$ cat src/core/fanout_pkg.sv
/*
 * constants shared by the reference clock fanout gate.
 * assumes nothing beyond a single sampling clock in the user.
 */
package fanout_pkg;
    // ----------------------------------------
    // structure
    // ----------------------------------------
    localparam int FANOUT_COUNT = 10;
    localparam int SYNC_DEPTH = 3;
    localparam int PIN_COUNT = 4;
    // ----------------------------------------
    // pin indices into the input synchroniser
    // ----------------------------------------
    localparam int PIN_HSTL = 0;
    localparam int PIN_PECL = 1;
    localparam int PIN_SEL = 2;
    localparam int PIN_DIS = 3;
    // ----------------------------------------
    // reset values
    // ----------------------------------------
    localparam logic [PIN_COUNT-1:0] SYNC_RESET = 4'h0;
    localparam logic GATE_RESET = 1'b1;
    localparam logic [FANOUT_COUNT-1:0] TRUE_RESET = 10'h000;
    localparam logic [FANOUT_COUNT-1:0] COMP_RESET = 10'h3ff;
endpackage

$ cat src/core/clock_fanout_select_gate.sv
/*
 * reference clock select, glitch-free output gate and tenfold fanout.
 * assumes the reference clocks are slow against core_clk, which samples
 * them as plain pins; outputs are the sampled clock, one flop per leg.
 */
// What this block does
// - select 0 (default) routes hstl reference, select 1 routes pecl.
// - the chosen clock drives ten identical differential output pairs.
// - disable at 0 (default) lets every output pair follow the clock.
// - disable at 1 holds true outputs low and complements high.
// - disable is synchronised to the chosen clock before it gates.
// - outputs change between enabled and disabled only while true is low.
// - disable may change at any time; no runt pulse results.
`timescale 1ns/10ps
module clock_fanout_select_gate (
    // clock, reset, enable
    input wire logic core_clk,
    input wire logic arst_n,
    input wire logic clkEn,
    // reference clock pairs
    input wire logic hstlRefInP,
    input wire logic hstlRefInN,
    input wire logic peclRefInP,
    input wire logic peclRefInN,
    // static controls
    input wire logic refInputSelect,
    input wire logic outputDisable,
    // fanout pairs
    output logic [fanout_pkg::FANOUT_COUNT-1:0] fanoutOutP,
    output logic [fanout_pkg::FANOUT_COUNT-1:0] fanoutOutN
);
    // ----------------------------------------
    // pin synchroniser
    // ----------------------------------------
    // a pair with both legs equal reads as low, so a dead input is quiet
    logic [fanout_pkg::PIN_COUNT-1:0] pinRaw;
    logic [fanout_pkg::PIN_COUNT-1:0] syncA;
    logic [fanout_pkg::PIN_COUNT-1:0] syncB;
    logic [fanout_pkg::PIN_COUNT-1:0] syncC;
    logic [fanout_pkg::PIN_COUNT-1:0] pinLvl;
    logic [fanout_pkg::PIN_COUNT-1:0] next_pinLvl;
    logic [fanout_pkg::PIN_COUNT-1:0] next_syncA;
    logic [fanout_pkg::PIN_COUNT-1:0] next_syncB;
    logic [fanout_pkg::PIN_COUNT-1:0] next_syncC;

    assign pinRaw = {outputDisable, refInputSelect,
                     peclRefInP & ~peclRefInN, hstlRefInP & ~hstlRefInN};

    always_comb begin
        next_syncA = pinRaw;
        next_syncB = syncA;
        next_syncC = syncB;
        for (int i = 0; i < fanout_pkg::PIN_COUNT; i++) begin
            next_pinLvl[i] = (syncB[i] == syncC[i]) ? syncC[i] : pinLvl[i];
        end
    end

    always_ff @(posedge core_clk or negedge arst_n) begin
        if (!arst_n) begin
            syncA <= fanout_pkg::SYNC_RESET;
            syncB <= fanout_pkg::SYNC_RESET;
            syncC <= fanout_pkg::SYNC_RESET;
            pinLvl <= fanout_pkg::SYNC_RESET;
        end else if (clkEn) begin
            syncA <= next_syncA;
            syncB <= next_syncB;
            syncC <= next_syncC;
            pinLvl <= next_pinLvl;
        end
    end

    sync_chain_a: assert property (@(posedge core_clk)
        disable iff (!arst_n)
        clkEn |=> (syncB == $past(syncA) && syncC == $past(syncB)))
        else $error("synchroniser stage skipped");

    // a level only moves once the last two stages agree on it
    pin_filter_a: assert property (@(posedge core_clk)
        disable iff (!arst_n)
        ((pinLvl ^ $past(pinLvl)) &
         (($past(syncB) ^ $past(syncC)) | (pinLvl ^ $past(syncC)))) == '0)
        else $error("pin level taken before stages agree");

    // ----------------------------------------
    // clock select
    // ----------------------------------------
    logic chosen;
    logic disLvl;

    assign chosen = pinLvl[fanout_pkg::PIN_SEL] ?
                    pinLvl[fanout_pkg::PIN_PECL] :
                    pinLvl[fanout_pkg::PIN_HSTL];
    assign disLvl = pinLvl[fanout_pkg::PIN_DIS];

    // ----------------------------------------
    // output gate
    // ----------------------------------------
    // the gate only moves while the chosen clock is low, so the next
    // high phase is either passed whole or suppressed whole
    logic gate;
    logic next_gate;
    logic [fanout_pkg::FANOUT_COUNT-1:0] next_fanoutOutP;
    logic [fanout_pkg::FANOUT_COUNT-1:0] next_fanoutOutN;

    always_comb begin
        next_gate = gate;
        if (!chosen) begin
            next_gate = !disLvl;
        end
        next_fanoutOutP = {fanout_pkg::FANOUT_COUNT{next_gate & chosen}};
        next_fanoutOutN = ~next_fanoutOutP;
    end

    always_ff @(posedge core_clk or negedge arst_n) begin
        if (!arst_n) begin
            gate <= fanout_pkg::GATE_RESET;
            fanoutOutP <= fanout_pkg::TRUE_RESET;
            fanoutOutN <= fanout_pkg::COMP_RESET;
        end else if (clkEn) begin
            gate <= next_gate;
            fanoutOutP <= next_fanoutOutP;
            fanoutOutN <= next_fanoutOutN;
        end
    end

    // ----------------------------------------
    // checks
    // ----------------------------------------
    select_route_a: assert property (@(posedge core_clk)
        disable iff (!arst_n)
        (clkEn && gate && !disLvl && pinLvl[fanout_pkg::PIN_SEL])
        |=> fanoutOutP[0] == $past(pinLvl[fanout_pkg::PIN_PECL]))
        else $error("pecl reference not routed");

    pairs_identical_a: assert property (@(posedge core_clk)
        disable iff (!arst_n)
        fanoutOutP == {fanout_pkg::FANOUT_COUNT{fanoutOutP[0]}})
        else $error("output pairs differ");

    enabled_follow_a: assert property (@(posedge core_clk)
        disable iff (!arst_n)
        (clkEn && gate && !disLvl) |=> fanoutOutP[0] == $past(chosen))
        else $error("enabled output does not follow clock");

    disabled_low_a: assert property (@(posedge core_clk)
        disable iff (!arst_n)
        fanoutOutN == ~fanoutOutP and ((clkEn && !gate) |=> !fanoutOutP[0]))
        else $error("disabled output not held low");

    disable_sync_a: assert property (@(posedge core_clk)
        disable iff (!arst_n)
        (clkEn && disLvl && !chosen) |=> !gate)
        else $error("disable not taken while clock low");

    switch_low_a: assert property (@(posedge core_clk)
        disable iff (!arst_n)
        $changed(gate) |-> (fanoutOutP == '0 && !$past(chosen)))
        else $error("gate moved while clock high");

    no_runt_a: assert property (@(posedge core_clk)
        disable iff (!arst_n)
        (clkEn && chosen) |=> $stable(gate))
        else $error("gate moved during high phase");

    select_hstl_a: assert property (@(posedge core_clk)
        disable iff (!arst_n)
        (clkEn && gate && !disLvl && !pinLvl[fanout_pkg::PIN_SEL])
        |=> fanoutOutP[0] == $past(pinLvl[fanout_pkg::PIN_HSTL]))
        else $error("hstl reference not routed");

    pairs_complement_a: assert property (@(posedge core_clk)
        disable iff (!arst_n)
        fanoutOutN == {fanout_pkg::FANOUT_COUNT{fanoutOutN[0]}})
        else $error("complement pairs differ");

    enable_sync_a: assert property (@(posedge core_clk)
        disable iff (!arst_n)
        (clkEn && !disLvl && !chosen) |=> gate)
        else $error("enable not taken while clock low");

    enabled_hold_a: assert property (@(posedge core_clk)
        disable iff (!arst_n)
        (clkEn && gate && !disLvl) |=> gate)
        else $error("enabled gate closed");

    disabled_hold_a: assert property (@(posedge core_clk)
        disable iff (!arst_n)
        (clkEn && !gate && disLvl) |=> !gate)
        else $error("disabled gate reopened");

    gate_park_a: assert property (@(posedge core_clk)
        disable iff (!arst_n)
        !gate |-> (fanoutOutP == '0 && fanoutOutN == '1))
        else $error("closed gate left outputs active");

    // ----------------------------------------
    // pulse shape
    // ----------------------------------------
    // an output edge must line up with an edge of the chosen source,
    // so no pulse is ever shorter than the source's own high phase
    pulse_start_a: assert property (@(posedge core_clk)
        disable iff (!arst_n)
        ($rose(fanoutOutP[0]) && $past(clkEn) && $past(clkEn, 2))
        |-> ($past(chosen) && !$past(chosen, 2)))
        else $error("output pulse began inside a source high phase");

    pulse_end_a: assert property (@(posedge core_clk)
        disable iff (!arst_n)
        ($fell(fanoutOutP[0]) && $past(clkEn)) |-> !$past(chosen))
        else $error("output pulse cut inside a source high phase");

    // ----------------------------------------
    // reset and clock enable
    // ----------------------------------------
    reset_default_a: assert property (@(posedge core_clk)
        disable iff (!arst_n)
        $rose(arst_n) |-> (gate && fanoutOutP == '0 && fanoutOutN == '1))
        else $error("reset left outputs active or gate closed");

    // pins are not sampled while frozen, so a short pin pulse can be missed
    enable_freeze_a: assert property (@(posedge core_clk)
        disable iff (!arst_n)
        !clkEn |=> ($stable(syncA) && $stable(syncB) && $stable(syncC) &&
            $stable(pinLvl) && $stable(gate) && $stable(fanoutOutP)))
        else $error("state moved while clock enable low");
endmodule

$ cat config.mk
export PLATFORM = sky130hd
export DESIGN_NAME = clock_fanout_select_gate
export DESIGN_NICKNAME = d
export VERILOG_FILES = /design/src/core/fanout_pkg.sv /design/src/core/clock_fanout_select_gate.sv
export SDC_FILE = /design/constraint.sdc
export NUM_CORES = 1
export LEC_CHECK = 0
export ABC_CLOCK_PERIOD_IN_PS = 1300
export BUFFER_PORTS_ARGS = -buffer_cell sky130_fd_sc_hd__buf_2
export CORE_MARGIN = 5
export CORE_UTILIZATION = 49
export DETAILED_ROUTE_END_ITERATION = 16
export PLACE_DENSITY = 0.81
export RECOVER_POWER = 25
export SLEW_MARGIN = 20
export SYNTH_ARGS = -nofsm -noshare
export SYNTH_HDL_FRONTEND = slang
export SYNTH_SLANG_ARGS = --single-unit
$ cat constraint.sdc
create_clock -name core_clk -period 1.3 [get_ports core_clk]
set_input_delay 0.195 -clock core_clk [delete_from_list [all_inputs] [get_ports core_clk]]
set_output_delay 0.195 -clock core_clk [all_outputs]
set_load 0.005 [all_outputs]
# Word level (Yosys, flattened, before mapping)
# Cells that the tools add are included.
[word_totals] ff_bits=28 elab_cells=27
[op_classes] eq_ne=4 bitwise_logic=6 n_reduce_logical=5 mux=2
[ops] op="10-bit inverter" n=1
[ops] op="2-bit AND reduction" n=4
[ops] op="1-bit == test" n=4
[ops] op="1-bit AND" n=3
[ops] op="1-bit two-way mux" n=2
[ops] op="1-bit inverter" n=2
[ops] op="1-bit zero test" n=1

# Depth between registers and ports, before layout
[logic_depth] ltp_word=4 ltp_mapped=4

# Worst setup path after synthesis
# No wires, ideal clock.
[synth_path] kind="register to register" start="register pinLvl[2] (netlist name)" end="register with a tool-made name" arrival_ps=883 required_ps=1216 path_stages_with_launch=4 setup_slack_ps=334 period_less_slack_ps=966 path_cell_list="dfrtp_1 > mux2_4 > o21ai_2 > o31ai_2"
[synth_rtl] item="from (decl)" line="clock_fanout_select_gate.sv:40" source="logic [fanout_pkg::PIN_COUNT-1:0] pinLvl;"
[synth_rtl] item="from (signal assigned)" line="clock_fanout_select_gate.sv:63" source="pinLvl <= fanout_pkg::SYNC_RESET;"
[synth_rtl] item="from (signal assigned)" line="clock_fanout_select_gate.sv:68" source="pinLvl <= next_pinLvl;"

==> impl_metrics.json <==
{
  "status": "finished clean",
  "cap_violations": 0,
  "ctsLongestPathBuffers": 2,
  "tritoncts": "built",
  "overflow": 0,
  "via_per_inst": 4.75,
  "die_h_um": 53.4,
  "postRouteAntennaNets": 0,
  "ctsHtreeMaxLevel": 1,
  "drc": 0,
  "synth_nets": 92,
  "hpwl_um": 1040,
  "syn2layout_area_growth_pct": 6.09,
  "insertion_delay_ns": 0.29,
  "start_util": 0.524,
  "critPathLaunchType": "flip-flop",
  "slowest_stage": "dfstp_2",
  "synth_fa_ha_area_frac": 0,
  "layout.nets": 107,
  "slew_violations": 0,
  "worstMarginPinSlew_ns": 0.447,
  "drt-total-wl_um": 1320,
  "portBuffers": 28,
  "ios": 29,
  "grt_pass1_vias": 478,
  "yosysWarnings": 0,
  "path_clk_slew_ns": 0.10,
  "crit_required_ns": 1.11,
  "track_usage": 0.104,
  "grt_first_pass_wirelength_um": 2130,
  "synth_top_family_by_area": "buffers and inverters",
  "hp-class": "in2reg",
  "layout-drive-gt1-share": 0.464,
  "wl_per_cell_um": 10.8,
  "antennaDiodeCount": 0,
  "synth_top_area_frac": 0.460,
  "synth_cell_type_count": 18,
  "post-route-period-util": 0.937,
  "crit_family": "flip-flops",
  "min_period_ns": 1.22,
  "clockPowerShare": 0.205,
  "ys_seq_area_frac": 0.517,
  "synth_compound_area_frac": 0.138,
  "rows": 15,
  "synth_top_area_cell": "dfrtp_1",
  "grt_antenna_before_repair": 0,
  "drtIter0Drc": 5,
  "critical_path_class": "reg2out",
  "grt_max_degree": 20,
  "synth_xor_area_frac": 0,
  "p_int_mw": 0.994,
  "yosys-top-cells-area": "dfrtp_1 (46%), buf_4 (15%), o21ai_0 (7.6%)",
  "vias": 579,
  "critPathMaxFanout": 11,
  "syn_avg_cell_area_um2": 11.1,
  "final_cell_mix": "buf_2 (27), dfrtp_1 (17), o21ai_0 (14), inv_1 (7), nand2_1 (5)",
  "ctsRootBufferMaster": "clkbuf_4",
  "die_w_um": 53.4,
  "slew_headroom": 0.702,
  "powerDensity_nw_per_um2": 1410,
  "place_congestion": 0.687,
  "arrival_ns": 1.02,
  "crit_path_end_kind": "output port",
  "leakage_nw": 0.479,
  "layout_commonest_cell": "buf_2",
  "cp_num_buf_inv": 1,
  "hold_viol": 0,
  "coreArea_um2": 1760,
  "clock_sinks": 19,
  "crit_chain": "buf_2",
  "switching_share": 0.281,
  "p_sw_mw": 0.388,
  "syn_area_um2": 925,
  "synth-simple-area-share": 0.0392,
  "synthMuxAreaShare": 0.0974,
  "dieArea_um2": 2860,
  "synth_seq_cells": 19,
  "cts_resized": 0,
  "vdd_ir_drop_max_mv": 0.788,
  "cts_made_buffers": 3,
  "first_pass_iters": 4,
  "pwr-share-seq": 0.579,
  "fin_tns_setup_ns": 0,
  "skew_ns": 0.000331,
  "finish.utilization": 0.556,
  "rsz0062_at_grt": "no",
  "max_freq_ghz": 0.821,
  "slowest_delay_ns": 0.60,
  "setup_violations": 0,
  "combPwrFrac": 0.216,
  "synth_cells": 83
}
-- final cells by class --
class | instances | area [um^2]
clock buffer | 4 | 26.3
fill | 172 | 783
inverter | 7 | 26.3
multi-input combinational | 36 | 254
sequential | 19 | 478
tap | 25 | 31.3
timing repair buffer | 31 | 165
-- final timing paths --
path,from,slack [ns],depth (start not counted),to
setup / recovery,fanoutOutN[8],0.08,1,fanoutOutN[9]
setup reg to reg,pinLvl[2],0.29,3,flip-flop
min in group asynchronous,arst_n,0.37,2,next_syncB[0]
hold / removal,hstlRefInN,0.07,2,next_syncB[0]
hold reg to reg,pinLvl[3],0.45,1,flip-flop
max in group asynchronous,arst_n,0.60,2,asynchronous set/reset pin
-- layer usage --
layer,vias up,global-route usage,wire [um]
li1,284,-,-
met1,263,0.136,554
met2,30,0.163,571
met3,2,0.0254,184
met5,-,0,0
met4,0,0.0383,11
-- cells in the mapped netlist --
cell	instances
buf_2	1
buf_6	1
buf_4	18
o21ai_2	1
buf_8	1
nand2_1	5
dfrtp_1	17
mux2_4	3
a21oi_1	4
dfstp_2	2
o21ai_0	14
o21a_1	1
o31ai_2	1
mux2_2	4
nand3b_1	1
inv_1	7
o2bb2ai_1	1
nand3_2	1
-- state kept, by name, indices dropped and copies added (netlist names), named ones only --
signal	flops
syncC	4
pinLvl	4
next_syncB	4
next_syncC	4
fanoutOutP	1
fanoutOutN	1
-- logic make-up after synthesis --
kind of cell,count (synthesis)
compound gates,22
buf+inv,28
flops,19
mux,7
simple gates,7
-- timing repair --
item / CTS / global route
endpoints found under the hold margin: 17 / 0
buffers inserted: 0 / 0
hold buffers: 1 / 0
-- stage by stage --
stage	std cells	instance area, um^2	power [mW]	setup slack (ns)	hold slack, ns
after floorplan	83	925	1.08	0.334	-0.101
after global placement	117	945	1.10	0.297	0.148
after detailed placement	117	945	1.12	0.275	0.150
after CTS	122	981	1.40	0.0648	0.0671
after global routing	122	981	1.48	0.0254	0.0643
final	122	981	1.38	0.0814	0.0667
-- worst register-to-register path, cell delays in order (launching register included) --
cell,delay [ns]
dfrtp_1,0.42
mux2_4,0.33
o21ai_2,0.12
o31ai_2,0.07
-- power by group through the flow --
stage	Combinational, mW	Sequential (mW)	Clock (mW)
after floorplan	0.285	0.797	0
after global placement	0.292	0.806	0
after detailed placement	0.302	0.816	0
after CTS	0.306	0.804	0.292
after global routing	0.341	0.822	0.321
final	0.299	0.800	0.283
(Power assumes the default switching activity.)
